$ cat src/logic/scsc_pkg.sv
// shared constants and types of the crypto scramble command block
package scsc_pkg;

    localparam logic [7:0]  CMD_SANITIZE      = 8'hB4;
    localparam logic [15:0] FEAT_CRYPTO       = 16'h0011;
    localparam logic [7:0]  SIG_SECT_CUR      = 8'h70;
    localparam logic [7:0]  SIG_SECT_PREV     = 8'h43;
    localparam logic [7:0]  SIG_CYL_LO_CUR    = 8'h79;
    localparam logic [7:0]  SIG_CYL_HI_CUR    = 8'h72;

    localparam int          FAIL_OPT_BIT      = 4;
    localparam int          CNT_DONE_BIT      = 15;
    localparam int          CNT_RUN_BIT       = 14;
    localparam int          CNT_FROZEN_BIT    = 13;
    localparam int          ERR_ABORT_BIT     = 2;

    localparam logic [15:0] PROGRESS_IDLE     = 16'hFFFF;
    localparam logic [7:0]  REASON_NONE       = 8'h00;
    localparam logic [7:0]  REASON_UNSANITIZED = 8'h01;
    localparam logic [7:0]  REASON_BAD_FEAT   = 8'h02;
    localparam logic [7:0]  REASON_FROZEN     = 8'h03;

    // status byte: ready and seek complete, plus error bit on abort
    localparam logic [7:0]  STAT_OK           = 8'h50;
    localparam logic [7:0]  STAT_ERR          = 8'h51;
    localparam logic [7:0]  STAT_RESET        = 8'h00;
    localparam logic [7:0]  ERR_ABORTED       = 8'h04;
    localparam logic [7:0]  ERR_NONE          = 8'h00;

    typedef enum logic [2:0] {
        SANITIZE_IDLE_STATE      = 3'b000,
        SANITIZE_FROZEN_STATE    = 3'b001,
        SANITIZE_RUNNING_STATE   = 3'b010,
        SANITIZE_FAILED_STATE    = 3'b011,
        SANITIZE_SUCCEEDED_STATE = 3'b100
    } scsc_state_e;

    // command block as written by the host
    typedef struct packed {
        logic [7:0]  command;
        logic [15:0] feature;
        logic [15:0] sector_count;
        logic [7:0]  sect_cur;
        logic [7:0]  sect_prev;
        logic [7:0]  cyl_lo_cur;
        logic [7:0]  cyl_hi_cur;
    } scsc_cmd_s;

    // result block returned to the host
    typedef struct packed {
        logic [7:0]  command_error_flags;
        logic [7:0]  device_condition_flags;
        logic [15:0] sector_count;
        logic [7:0]  sect_num;
        logic [7:0]  cyl_lo;
    } scsc_result_s;

endpackage : scsc_pkg

$ cat src/logic/scsc_top.sv
// crypto scramble sanitize command interpreter, device side
`timescale 1ns/100ps
//
// Behaviour
// - advertise only when keys cover all data
// - accepted command starts key replacement
// - user data may read indeterminate afterwards
// - process only in idle, failed, succeeded
// - option one lets status command exit failed
// - option zero: failed aborts option-one commands
// - count bit 15: succeeded one, running zero
// - completion bit kept across power cycles
// - bit 14 running, bit 13 frozen
// - progress split cylinder low, sector number
// - progress FFFFh outside running state
// - progress is numerator over 65536
// - abort after freeze lock since power-on
// - abort failed, last option zero, new one
// - reason code in sector number byte
module scsc_top #(
    parameter int PROG_W = 16
) (
    input  wire logic                  i_core_clk,
    input  wire logic                  i_rst_b,
    input  wire logic                  i_clk_en,
    input  wire logic                  i_sanitize_supported,
    input  wire logic                  i_keys_cover_all,
    input  wire logic                  i_cmd_valid,
    input  wire scsc_pkg::scsc_cmd_s   i_cmd,
    input  wire logic                  i_freeze_lock_ok,
    input  wire logic                  i_status_cmd_ok,
    input  wire logic                  i_scramble_done,
    input  wire logic                  i_scramble_fail,
    input  wire logic [PROG_W-1:0]     i_scramble_progress,
    input  wire logic                  i_nv_done_bit,
    output logic                       o_crypto_supported,
    output logic                       o_busy,
    output logic                       o_result_valid,
    output scsc_pkg::scsc_result_s     o_result,
    output logic                       o_scramble_start,
    output logic                       o_nv_done_write,
    output logic                       o_nv_done_bit,
    output logic [2:0]                 o_sanitize_state
);

    ////////////////////////////////////////////////////////////////////////
    typedef struct packed {
        scsc_pkg::scsc_state_e  state;
        logic                   nv_loaded;
        logic                   nv_done;
        logic                   nv_write;
        logic                   frozen_since_por;
        logic                   last_fail_opt;
        logic [7:0]             reason;
        logic [15:0]            progress;
        logic                   start;
        logic                   result_valid;
        logic                   busy;
        scsc_pkg::scsc_result_s result;
    } scsc_regs_s;

    scsc_regs_s state_q;
    scsc_regs_s state_d;

    function automatic logic sig_ok(input scsc_pkg::scsc_cmd_s c);
        sig_ok = (c.sect_cur == scsc_pkg::SIG_SECT_CUR) &&
                 (c.sect_prev == scsc_pkg::SIG_SECT_PREV) &&
                 (c.cyl_lo_cur == scsc_pkg::SIG_CYL_LO_CUR) &&
                 (c.cyl_hi_cur == scsc_pkg::SIG_CYL_HI_CUR);
    endfunction : sig_ok

    // returned count word and progress bytes built from the state passed in
    function automatic scsc_pkg::scsc_result_s build_result(
        input scsc_regs_s   s,
        input logic         abort,
        input logic [7:0]   why
    );
        scsc_pkg::scsc_result_s r;
        logic [15:0]            prog;
        r = '0;
        prog = (s.state == scsc_pkg::SANITIZE_RUNNING_STATE) ?
               s.progress : scsc_pkg::PROGRESS_IDLE;
        r.sector_count[scsc_pkg::CNT_DONE_BIT]   = s.nv_done;
        r.sector_count[scsc_pkg::CNT_RUN_BIT]    =
            (s.state == scsc_pkg::SANITIZE_RUNNING_STATE);
        r.sector_count[scsc_pkg::CNT_FROZEN_BIT] =
            (s.state == scsc_pkg::SANITIZE_FROZEN_STATE);
        if (abort) begin
            r.command_error_flags    = scsc_pkg::ERR_ABORTED;
            r.device_condition_flags = scsc_pkg::STAT_ERR;
            r.sect_num               = why;
            r.cyl_lo                 = prog[15:8];
        end else begin
            r.command_error_flags    = scsc_pkg::ERR_NONE;
            r.device_condition_flags = scsc_pkg::STAT_OK;
            r.sect_num               = prog[7:0];
            r.cyl_lo                 = prog[15:8];
        end
        build_result = r;
    endfunction : build_result

    ////////////////////////////////////////////////////////////////////////
    logic       cmd_is_ours;
    logic       fail_opt;
    logic       state_allows;
    logic       abort;
    logic [7:0] abort_why;

    assign cmd_is_ours = i_cmd_valid && (i_cmd.command == scsc_pkg::CMD_SANITIZE);
    assign fail_opt    = i_cmd.sector_count[scsc_pkg::FAIL_OPT_BIT];

    always_comb begin
        state_allows = (state_q.state == scsc_pkg::SANITIZE_IDLE_STATE) ||
                       (state_q.state == scsc_pkg::SANITIZE_FAILED_STATE) ||
                       (state_q.state == scsc_pkg::SANITIZE_SUCCEEDED_STATE);
        abort     = 1'b0;
        abort_why = scsc_pkg::REASON_NONE;
        // priority: support, feature, freeze, state, failure option
        if (!i_sanitize_supported || !i_keys_cover_all) begin
            abort = 1'b1;
        end else if (i_cmd.feature != scsc_pkg::FEAT_CRYPTO || !sig_ok(i_cmd)) begin
            abort     = 1'b1;
            abort_why = scsc_pkg::REASON_BAD_FEAT;
        end else if (state_q.frozen_since_por ||
                     state_q.state == scsc_pkg::SANITIZE_FROZEN_STATE) begin
            abort     = 1'b1;
            abort_why = scsc_pkg::REASON_FROZEN;
        end else if (!state_allows) begin
            abort = 1'b1;
        end else if (state_q.state == scsc_pkg::SANITIZE_FAILED_STATE &&
                     !state_q.last_fail_opt && fail_opt) begin
            abort     = 1'b1;
            abort_why = state_q.reason;
        end
    end

    always_comb begin
        state_d              = state_q;
        state_d.start        = 1'b0;
        state_d.result_valid = 1'b0;
        state_d.nv_write     = 1'b0;
        state_d.busy         = 1'b0;
        // retained completion bit is picked up once after reset release
        if (!state_q.nv_loaded) begin
            state_d.nv_loaded = 1'b1;
            state_d.nv_done   = i_nv_done_bit;
        end
        if (state_q.state == scsc_pkg::SANITIZE_RUNNING_STATE) begin
            state_d.progress = i_scramble_progress;
        end
        case (state_q.state)
            scsc_pkg::SANITIZE_RUNNING_STATE: begin
                state_d.busy = 1'b1;
                if (i_scramble_done) begin
                    if (i_scramble_fail) begin
                        state_d.state  = scsc_pkg::SANITIZE_FAILED_STATE;
                        state_d.reason = scsc_pkg::REASON_UNSANITIZED;
                    end else begin
                        state_d.state    = scsc_pkg::SANITIZE_SUCCEEDED_STATE;
                        state_d.nv_done  = 1'b1;
                        state_d.nv_write = 1'b1;
                    end
                end
            end
            scsc_pkg::SANITIZE_FAILED_STATE: begin
                if (i_status_cmd_ok && state_q.last_fail_opt) begin
                    state_d.state  = scsc_pkg::SANITIZE_IDLE_STATE;
                    state_d.reason = scsc_pkg::REASON_NONE;
                end
            end
            scsc_pkg::SANITIZE_SUCCEEDED_STATE: begin
                if (i_status_cmd_ok) begin
                    state_d.state = scsc_pkg::SANITIZE_IDLE_STATE;
                end
            end
            scsc_pkg::SANITIZE_IDLE_STATE: begin
                state_d.state = scsc_pkg::SANITIZE_IDLE_STATE;
            end
            scsc_pkg::SANITIZE_FROZEN_STATE: begin
                state_d.state = scsc_pkg::SANITIZE_FROZEN_STATE;
            end
            default: begin
                state_d.state = scsc_pkg::SANITIZE_IDLE_STATE;
            end
        endcase
        if (i_freeze_lock_ok && state_q.state != scsc_pkg::SANITIZE_RUNNING_STATE) begin
            state_d.state            = scsc_pkg::SANITIZE_FROZEN_STATE;
            state_d.frozen_since_por = 1'b1;
        end
        if (cmd_is_ours) begin
            if (abort) begin
                state_d.result = build_result(state_q, 1'b1, abort_why);
            end else begin
                // key replacement leaves stored data unreadable; contents
                // of the user area are not defined after this point
                state_d.start         = 1'b1;
                state_d.state         = scsc_pkg::SANITIZE_RUNNING_STATE;
                state_d.last_fail_opt = fail_opt;
                state_d.progress      = '0;
                state_d.nv_done       = 1'b0;
                state_d.nv_write      = 1'b1;
                state_d.reason        = scsc_pkg::REASON_NONE;
                // answer shows the state just entered: running, progress zero
                state_d.result        = build_result(state_d, 1'b0, scsc_pkg::REASON_NONE);
            end
            state_d.result_valid = 1'b1;
            state_d.busy         = 1'b0;
        end
    end

    always_ff @(posedge i_core_clk or negedge i_rst_b) begin
        if (!i_rst_b) begin
            state_q <= '0;
        end else if (i_clk_en) begin
            state_q <= state_d;
        end
    end

    ////////////////////////////////////////////////////////////////////////
    assign o_crypto_supported = i_sanitize_supported && i_keys_cover_all;
    assign o_busy             = state_q.busy;
    assign o_result_valid     = state_q.result_valid;
    assign o_result           = state_q.result;
    assign o_scramble_start   = state_q.start;
    assign o_nv_done_write    = state_q.nv_write;
    assign o_nv_done_bit      = state_q.nv_done;
    assign o_sanitize_state   = state_q.state;

endmodule : scsc_top

$ cat config.mk
export PLATFORM = sky130hd
export DESIGN_NAME = scsc_top
export DESIGN_NICKNAME = d
export VERILOG_FILES = /design/src/logic/scsc_pkg.sv /design/src/logic/scsc_top.sv
export SDC_FILE = /design/constraint.sdc
export NUM_CORES = 1
export LEC_CHECK = 0
export BUFFER_PORTS_ARGS = -buffer_cell sky130_fd_sc_hd__buf_2
export CORE_UTILIZATION = 40
export DETAILED_ROUTE_END_ITERATION = 7
export MAX_ROUTING_LAYER = met4
export PLACE_DENSITY = 0.73
export SLEW_MARGIN = 20
export SYNTH_ARGS = -nofsm -noshare
export SYNTH_HDL_FRONTEND = slang
export SYNTH_SLANG_ARGS = --single-unit
$ cat constraint.sdc
create_clock -name i_core_clk -period 2.93 [get_ports i_core_clk]
set_clock_uncertainty 0.15 [all_clocks]
set_input_delay 0 -clock i_core_clk [delete_from_list [all_inputs] [get_ports i_core_clk]]
set_output_delay 0 -clock i_core_clk [all_outputs]
set_load 0.05 [all_outputs]
# After elaboration in Yosys (flattened, before gate mapping)
# Index checks and enable logic that the tools add are counted.
# op_classes
n_eq_ne	11
n_mux	34
bitwise	1
reduce_logical	22
# op_table
operator	count
$mux W75	1
$mux W8	8
$mux W43	1
$eq A8 B7 Y1 const B	4
$mux W16	2
$mux W25	1
$mux W3	7
$ne A16 B5 Y1 const B	1
$pmux W8 S2	1
$pmux W3 S4	1
$mux W2	5
$logic_and A1 B1 Y1	9
$eq A8 B8 Y1 const B	1
$mux W1	7
$eq A3 B2 Y1 const B	2
$logic_or A1 B1 Y1	5
$logic_not A1 Y1	4
$reduce_and A2 Y1	2
$eq A3 B1 Y1 const B	1
$eq A3 B3 Y1 const B	1
$logic_not A3 Y1	1
$ne A3 B2 Y1 const B	1
$reduce_and A3 Y1	1
$not A1 Y1	1
# word_totals
reg_bits	83
input_bits	99
output_inout_bits	57
elab_cells	84

# Depth between registers and ports, before layout
# Gate-level depths: netlist of the first run.
# depth
ltp_word	10
mapped_depth	7
depth_no_buf	5

# Least setup slack after synthesis of the first run
# Ideal clock, no wire load.
# synth_timing
path_type	register -> register
from	reg state_q (netlist bit o_sanitize_state[2])
to	reg state_q[75] (netlist bit)
setup_time_ps	125
arrival_ps	1515
t_required_ps	2655
setup_slack_ps	1140
stages_incl_launch_ff	6
path_buffers	1
period_less_slack_ps	1790
path_cell_list	dfrtp_1 -> clkbuf_1 -> and4b_1 -> o21ai_1 -> nor3_4 -> mux2_4
# synth_between
elab_chain_cells	10
elab_cells_between_ends	16
classes_between	eq/ne (3); mux (5); bitwise (1); reduce/logical (7)
# synth_rtl
item	line_no	rtl
start, declared	scsc_top.sv:62	scsc_regs_s state_q;
start signal, assigned	scsc_top.sv:215	state_q <= state_d;
$eq A3 B2 Y1	scsc_top.sv:114, scsc_top.sv:130	
$logic_and A1 B1 Y1	scsc_top.sv:130	end else if (state_q.state == scsc_pkg::SANITIZE_FAILED_STATE &&
$logic_and A1 B1 Y1	scsc_top.sv:131	!state_q.last_fail_opt && fail_opt) begin
$mux W1	scsc_top.sv:130	
$mux W1	scsc_top.sv:128	end else if (!state_allows) begin
$mux W1 (*)	scsc_top.sv:124	end else if (state_q.frozen_since_por ||
$mux W1 (*)	scsc_top.sv:121	end else if (i_cmd.feature != scsc_pkg::FEAT_CRYPTO || !sig_ok(i_cmd)) begin
$mux W1 (*)	scsc_top.sv:119	if (!i_sanitize_supported || !i_keys_cover_all) begin
$not A1 Y1 (no line) (*)	-	
$reduce_and A3 Y1 (no line) (*)	-	
# Mark *: on every way between the ends. The rest lies on a longest branch, timed or not.
# A chain may end at the register's enable or synchronous reset.

# Worst setup path in the final report of the first run
# layout_timing
from	reg state_q[75] (netlist bit)
to	reg state_q (netlist bit o_nv_done_bit)
# layout_between
elab_chain_cells	10
# layout_rtl
item	line_no	rtl
$logic_not A1 Y1	scsc_top.sv:131	
$logic_and A1 B1 Y1	scsc_top.sv:130	
$logic_and A1 B1 Y1	scsc_top.sv:131	
$mux W1	scsc_top.sv:130	
$mux W1	scsc_top.sv:128	
$mux W1	scsc_top.sv:124	
$mux W1	scsc_top.sv:121	
$mux W1	scsc_top.sv:119	
$mux W2	scsc_top.sv:191	if (abort) begin
$mux W2	scsc_top.sv:190	if (cmd_is_ours) begin
# No other way between the ends.

==> metrics, run 1 <==
DR pass1 iterations 4; cell taking the most area after synthesis dfrtp_1; Distinct cells, synth 45; Synth Register Bits 48; grt ovf 0; Final Hold Slack 0.0179 ns; Gate Count Post-Synth 273; multi-input logic area 1020 µm²; R2R Path End o_nv_done_bit; status finished clean; CP Launch Type register; DP HPWL 4.26 mm; WP data arrival 2.73 ns; DP Cell Count 421; vias in the first global route 2089; CP required 3.03 ns; fin nets 477; post-CTS setup buffers 0; count leader, synth buf_4; slew margin rel. 60.4%; LEAKAGE 1.73 nW; worst-path fanout max 9; crit end category register; measured slew at the worst slew-check pin 0.593 ns; Final period util 90.0%; Worst VDD drop 0.323 mV; CTS Sinks 48; CP Class reg -> reg; Synth top area share 46.5%; TNS Setup 0 ns; top cells by count, synth 52 x buf_4, 48 x dfrtp_1, 28 x nand2_1; drt drc 0; TritonCTS Buffers 5; Synth area leaders dfrtp_1 46%, buf_4 15%, nand2_1 4.1%, a21oi_1 3.1%, o21ai_0 2.5%; largest net degree at the start of global routing 49; initial antenna violation count 0; Reg area 1200 µm²; fmax 379 MHz; Worst R2R Start state_q[75]; Fillers 553; number of diodes 0; PD cells 453 nW/µm²; Async S/R FF share, synth 100%; sequential fraction of the synthesis area 46.5%; Critical Path Sink o_nv_done_bit; Hold Fails Final Rpt 0; Hold Buf Count CTS 25; number of synthesized flops with an enable pin 0; Root Buffer Master clkbuf_8; Die Area 6780 µm²; fin. max-slew vios 0; syn avg cell area 9.46 µm²; Die Y 82.4 µm; htree depth 2; max-cap viol count 0; Reg clk slew, reported paths 0.09 ns; final antenna-violating net count 0; initial drt markers 123; RSZ-0062 raised after global routing no; power after layout 1.49 mW; Main synth FF type dfrtp_1; first-pass GRT wire length 9.45 mm; RePlAce Congestion 0.860; clk_lat worst skew 0.31 ns; synthesized cell area 2580 µm²; post_cts resized 0; fin cells 453; Cell Rows 28; via count 2232; Hold Crit Class in -> reg; Core ar. 6060 µm²; DRT Wirelength 5.96 mm; layout cell share with drive strength beyond 1 33.6%; total track usage 19.3%; Reg2Reg Depth 7; Setup Viol. Count Final 0; CTS tree done; I/O Buffers 107; minimum clock period 2.64 ns; Yosys warning count 0; Wirelength per Cell 13.2 µm; clock buffer depth 2; crit path from state_q[75]; Area Growth Syn to Fin 27.2%; IO Count 156; reg2reg setup slack 0.29 ns; die width 82.4 µm; Initial Util 42.6%; number of vias per cell 4.93
## cell usage in the layout, fill, tap and decap left out, types with 2 or more instances in the layout
master	synthesis	routed
nand2_1	28	28
nor4b_2	2	2
dfrtp_1	48	48
nor3_1	5	5
buf_2	3	106
a22o_1	6	6
conb_1	1	25
nand2b_1	4	4
bufinv_16	0	2
dlygate4sd3_1	0	25
nor4bb_1	2	2
nor4_1	5	5
nand3b_1	3	3
nand3_1	11	11
inv_1	3	3
nor4b_1	2	2
o31ai_1	3	3
nor3b_1	2	2
and2_1	7	7
and4b_1	4	4
a21oi_1	16	16
clkbuf_8	0	5
buf_4	52	6
nor2_1	17	17
nor2b_1	2	2
a21o_1	3	3
nand4_1	3	3
o21ai_0	13	13
or2_2	2	2
## registers in the layout, indices dropped and copies added (netlist names)
name,count
o_nv_done_write,1
o_busy,1
o_nv_done_bit,1
o_result,21
o_result_valid,1
o_scramble_start,1
o_sanitize_state,3
state_q,19
## logic make-up after synthesis
family | count (synthesis) | synth area share [%]
flops | 48 | 46.5
simple gates | 103 | 22.3
compound gates | 53 | 13.1
other cells | 1 | 0.145
buf+inv | 67 | 17.4
mux | 1 | 0.581
## metrics by stage
stage	cell area, µm²	utilization, %	worst slack (ns)
after floorplan	2670	-	1.14
after global placement	2910	47.9	0.785
after detailed placement	2910	47.9	0.706
after CTS	3280	54.2	0.350
after global routing	3290	54.2	0.0682
final	3290	54.2	0.293
## worst max-delay path, cell delays in order, from the launching register on
cell	delay, ns
dfrtp_1	0.46
nand2b_1	0.19
and4b_1	0.20
o21ai_1	0.34
nor3_4	0.14
buf_4	0.21
a311oi_1	0.28
dlygate4sd3_1	0.61
## how the worst min path moves through the flow
stage	from	to	slack, ns	depth (start not counted)
floorplan	i_rst_b	o_busy	-0.45	0
global placement	i_rst_b	o_nv_done_write	0.08	1
detailed placement	i_rst_b	o_result[30]	0.09	1
CTS	i_clk_en	o_sanitize_state[0]	0.02	3
global route	i_clk_en	o_sanitize_state[0]	0.05	3
finish	i_clk_en	o_sanitize_state[0]	0.02	3
## routing by layer
metal,up-vias,global-route usage (%),wire length (µm)
met5,-,-,0
met4,0,7.19,121
met3,12,2.75,356
met2,106,34.1,3040
met1,1032,22.2,2440
li1,1082,-,-
## layout make-up
class | instances | area share, %
flip-flops and latches | 48 | 36.5
multi-input cells | 182 | 31.1
repair buffers | 137 | 25.1
well taps | 75 | 2.85
clock buffers | 5 | 2.09
clock inverters | 2 | 1.83
inverters | 4 | 0.457
## report_power, final
| part | switching (mW) | internal [mW] |
|---|---|---|
| Sequential | 0.0105 | 0.673 |
| Clock | 0.222 | 0.336 |
| Combinational | 0.173 | 0.0760 |
Power figures use the tool's default switching activity.
==> inputs of run 2 (changes only) <==
CORE_UTILIZATION = 47   (was 40)
PLACE_DENSITY = 0.84   (was 0.73)
==> run 2 against run 1 <==
Against the previous run:
- die area shrank 15%
- clock power shrank 28%
- sequential power is essentially flat
- sequential cell count is the same
- design area shrank 1.9%
- maximum frequency grew 6.2%
- critical path depth is the same
- final cell count shrank 1.3%
- sequential share of layout area grew 0.71 points
- first-iteration DRC count grew 55%
- hold slack lost 0.012 ns
- global-route usage grew 3.6 points
- highest routed layer unchanged
==> metrics, run 2 (synthesized netlist as in run 1, its figures left out) <==
status finished clean; power after layout 1.34 mW (-10%); CTS tree done; critical path's slowest cell dlygate4sd3_1; Initial Util 49.6% (+7.0 points); Cell Rows 26 (-7.1%); vias in the first global route 2212 (+5.9%); drt drc 0 (unchanged); I/O Buffers 107 (unchanged); final setup margin 0.448 ns (+0.155 ns); TNS Setup 0 ns (unchanged); fin cells 447 (-1.3%); fmax 403 MHz (+6.2%); Core ar. 5200 µm² (-14%); die width 76.1 µm (-7.6%); Die Area 5800 µm² (-15%); minimum clock period 2.48 ns (-0.155 ns); final antenna-violating net count 0 (unchanged); Wirelength per Cell 13.8 µm (+4.8%); IO Count 156 (unchanged); layout cell share with drive strength beyond 1 33.2% (-0.44 points); worst-path fanout max 16 (+7); most common cell after layout, fill and taps aside buf_2; CP Launch Type register; Util after Layout 61.9% (+7.7 points); fin. max-slew vios 0 (unchanged); max-cap viol count 0 (unchanged); largest net degree at the start of global routing 49 (unchanged); crit end category register; initial antenna violation count 0 (unchanged); Design Area, Final 3220 µm² (-1.9%); via count 2284 (+2.3%); Root Buffer Master clkbuf_8; Reg clk slew, reported paths 0.08 ns (about the same); clk_lat worst skew 0.30 ns (about the same); DRT Wirelength 6.16 mm (+3.5%); initial drt markers 191 (+55%); Die Y 76.1 µm (-7.6%); RSZ-0062 raised after global routing no; PD cells 415 nW/µm² (-8.4%); htree depth 2 (unchanged); CP Class reg -> reg; first-pass GRT wire length 10.1 mm (+6.7%); LEAKAGE 1.71 nW (-1.3%); measured slew at the worst slew-check pin 0.586 ns (-0.00748 ns); RePlAce Congestion 0.900 (+4.7%); TritonCTS Buffers 5 (unchanged); DR pass1 iterations 4 (unchanged); DP HPWL 4.23 mm (-0.80%); fin nets 475 (-0.42%); most frequent cells in the layout 106 x buf_2, 48 x dfrtp_1, 28 x nand2_1; WP data arrival 2.57 ns (-0.16 ns); worst slack, placed 0.776 ns (+0.0701 ns); CTS Sinks 48 (unchanged); CP cell instances nand2b_1 > and4b_1 > o21ai_1 > nor3_4 > buf_4 > a311oi_1 > dlygate4sd3_1; DP Cell Count 415 (-1.4%); Worst VDD drop 0.211 mV (-35%); Final Hold Slack 0.00571 ns (-0.0122 ns); number of vias per cell 5.11 (+3.7%); Area after DPL 2890 µm² (-0.47%); slew margin rel. 60.9% (+0.50 points); Area Growth Syn to Fin 24.8%; Final period util 84.7% (-5.3 points); Setup Viol. Count Final 0 (unchanged); clock buffer depth 2 (unchanged); grt ovf 0 (unchanged); CP max stage delay 0.61 ns (about the same); post_cts resized 0 (unchanged); Hold Fails Final Rpt 0 (unchanged); CP required 3.01 ns (-0.02 ns); total track usage 22.9% (+3.6 points); Largest register FFs 21 (unchanged); number of diodes 0 (unchanged); CP delay by family, top buffers and inverters; Hold Crit Class in -> reg; Crit path buffers/inverters 2 (unchanged)
[run 2: cell count changes in the layout (fill, tap and decap cells not counted)]
cell	previous run	this run
bufinv_16	2	0
clkbuf_1	0	2
buf_4	6	5
clkbuf_8	5	6
dlygate4sd3_1	25	24
[run 2: cell type report]
class	count	area, µm²
fill	431	1980
sequential	48	1200
multi-input combinational	182	1020
timing repair buffer	135	808
clock buffer	8	90.1
tap	70	87.6
inverter	4	15.0
[run 2: path summary, 6_finish.rpt]
check / slack (ns) / end / startpoint / cells after the start
min in group asynchronous: 0.11 / state_q[79] / i_rst_b / 2
max reg2reg: 0.45 / o_nv_done_bit / state_q[75] / 7
min reg2reg: 0.33 / o_result[6] / o_result[6] / 2
max in group asynchronous: 2.13 / o_result[15] / i_rst_b / 2
min: 0.006 / o_busy / i_cmd[64] / 4
max: 0.45 / o_nv_done_bit / state_q[75] / 7
[run 2: timing repair]
action	CTS	global route
hold buffers	24	0
setup buffers	0	0
hold endpoints to repair	62	0
setup endpoints to repair	0	0
[run 2: where the power goes]
| part | internal [mW] | switching [mW] |
|---|---|---|
| registers | 0.673 | 0.0115 |
| logic | 0.0770 | 0.175 |
| clock network | 0.193 | 0.209 |
[run 2: routing by layer]
| metal | up-vias | track usage (%) | part of all wire (%) |
|---|---|---|---|
| met3 | 14 | 4.91 | 7.7 |
| met5 | - | - | 0 |
| li1 | 1076 | - | - |
| met1 | 1061 | 25.6 | 37 |
| met4 | 0 | 9.42 | 2.2 |
| met2 | 133 | 39.8 | 53 |
[run 2: worst register-to-register path: cells and delay by family, from the launching register on]
family,cells,cell delay (ns)
AOI/OAI and AO/OA,2,0.52
buffers and inverters,2,0.83
DFF,1,0.45
and+or+nand+nor,3,0.47
==> inputs of run 3 (changes only) <==
CORE_UTILIZATION = 39   (was 47)
PLACE_DENSITY = 0.74   (was 0.84)
clock period = 2.1 ns   (was 2.93 ns; I/O delays follow)
==> run 3 against run 2 <==
Against the previous run:
- power increased by 41%
- clock power rose by 44%
- worst setup slack got worse by 0.28 ns
- maximum frequency increased by 28%
- register-to-register slack lost 0.28 ns
- sequential cell count unchanged
- sequential share of layout area shrank 0.20 points
- via count decreased by 2.1%
- non-clock buffer count rose by 2
- final cell count is 2.0% higher
- sequential power is 39% higher
- die area increased by 20%
==> metrics, run 3 (synthesized netlist as in run 1, its figures left out) <==
status finished clean; M1 GR Usage 21.8% (-3.8 points); clock buffer depth 2 (unchanged); Setup Viol. Count Final 0 (unchanged); CP max stage delay 0.46 ns (-0.15 ns); Hold Fails Final Rpt 0 (unchanged); Initial Util 40.5% (-9.2 points); fin nets 477 (+0.42%); crit end category register; Reg clk slew, reported paths 0.09 ns (about the same); via count 2236 (-2.1%); RSZ-0062 raised after global routing no; first-pass GRT wire length 9.66 mm (-4.2%); most frequent cells in the layout 107 x buf_2, 48 x dfrtp_1, 28 x nand2_1; Die Y 83.4 µm (+9.5%); Fillers 600 (+39%); Util after Layout 50.8% (-11 points); worst slack, placed 0.0847 ns (-0.691 ns); CP cell instances nand2b_1 > and4b_1 > o21ai_2 > nor3_4 > buf_4 > a211o_1; number of diodes 0 (unchanged); CP required 2.14 ns (-0.87 ns); largest net degree at the start of global routing 49 (unchanged); Wirelength per Cell 13.2 µm (-4.1%); Die Area 6950 µm² (+20%); DP HPWL 4.50 mm (+6.5%); minimum clock period 1.93 ns (-0.549 ns); drt drc 0 (unchanged); Final Hold Slack 0.0334 ns (+0.0277 ns); DRT Wirelength 6.03 mm (-2.1%); grt ovf 0 (unchanged); M3 GR Usage 3.58% (-1.3 points); PD cells 582 nW/µm² (+40%); CTS Sinks 48 (unchanged); LEAKAGE 1.74 nW (+1.8%); I/O Buffers 107 (unchanged); clk_lat worst skew 0.30 ns (about the same); Largest register FFs 21 (unchanged); Design Area, Final 3240 µm² (+0.54%); max-cap viol count 0 (unchanged); htree depth 2 (unchanged); Crit path buffers/inverters 1 (-1); fin. max-slew vios 0 (unchanged); final setup margin 0.166 ns (-0.281 ns); fmax 517 MHz (+28%); critical path's slowest cell dfrtp_1; slew margin rel. 60.3% (-0.59 points); Worst VDD drop 0.309 mV (+47%); Area after DPL 2960 µm² (+2.4%); Area Growth Syn to Fin 25.5%; power after layout 1.89 mW (+41%); most common cell after layout, fill and taps aside buf_2; fin cells 456 (+2.0%); GR met2 Demand/Resource 31.5% (-8.3 points); final antenna-violating net count 0 (unchanged); Hold Crit Class in -> reg; total track usage 18.3% (-4.6 points); vias in the first global route 2026 (-8.4%); initial antenna violation count 0 (unchanged); post-CTS setup buffers 0 (unchanged); Cell Rows 29 (+12%); TritonCTS Buffers 5 (unchanged); IO Count 156 (unchanged); worst-path fanout max 16 (unchanged); die width 83.4 µm (+9.5%); RePlAce Congestion 0.873 (-3.0%); TNS Setup 0 ns (unchanged); GRT Max-Usage Layer met2; CP Class reg -> reg; initial drt markers 140 (-27%); measured slew at the worst slew-check pin 0.595 ns (+0.00883 ns); CTS tree done; DP Cell Count 430 (+3.6%); CP delay by family, top simple AND/OR/NAND/NOR gates; DR pass1 iterations 4 (unchanged); WP data arrival 1.97 ns (-0.60 ns); number of vias per cell 4.90 (-4.0%); Root Buffer Master clkbuf_8; layout cell share with drive strength beyond 1 35.9% (+2.7 points); CP Launch Type register; Final period util 92.1% (+7.4 points); Core ar. 6390 µm² (+23%)
run 3: changes by cell type in the layout (fill, tap and decap cells not counted):
cell / change
o21ai_2: +1
o21ai_1: -1
clkbuf_1: -2
buf_4: +7
dlygate4sd3_1: -6
buf_2: +1
clkinvlp_4: +2
run 3: path summary, 6_finish.rpt:
kind                                 startpoint         endpoint  slack [ns]  depth (start not counted)
min in group asynchronous               i_rst_b      state_q[63]        0.18                          3
min reg2reg                         o_result[1]      o_result[1]        0.33                          2
max in group asynchronous               i_rst_b     o_result[14]        1.22                          3
min                        i_sanitize_supported      o_result[8]        0.03                          5
max                                 state_q[75]  o_nv_done_write        0.17                          6
max reg2reg                         state_q[75]  o_nv_done_write        0.17                          6
run 3: repair_timing:
item | 4_1_cts | 5_1_grt
setup endpoints to repair | 0 | 1
hold buffers | 18 | 0
hold endpoints to repair | 62 | 0
resized for setup | 0 | 1
run 3: cell type report:
class / count / area (µm²) / share of cell area [%]
sequential: 48 / 1200 / 37.1
clock inverter: 2 / 15.0 / 0.463
timing repair buffer: 137 / 806 / 24.9
inverter: 4 / 15.0 / 0.463
clock buffer: 6 / 82.6 / 2.55
multi-input combinational: 182 / 1030 / 31.6
tap: 77 / 96.3 / 2.97
run 3: worst min-delay path, delay by kind of cell:
kind                   cells  cell delay, ns
AND/OR/NAND/NOR            1            0.13
AO/OA/AOI/OAI              2            0.14
buffers and inverters      2            0.18
run 3: report_power, final:
part | switching (mW) | internal, mW
Clock | 0.312 | 0.267
Sequential | 0.0120 | 0.939
Combinational | 0.247 | 0.111
run 3: metal layers:
metal	vias to the layer above	wire, µm
met5	-	0
met4	0	63
met3	6	434
met2	128	3130
met1	1028	2400
li1	1074	-
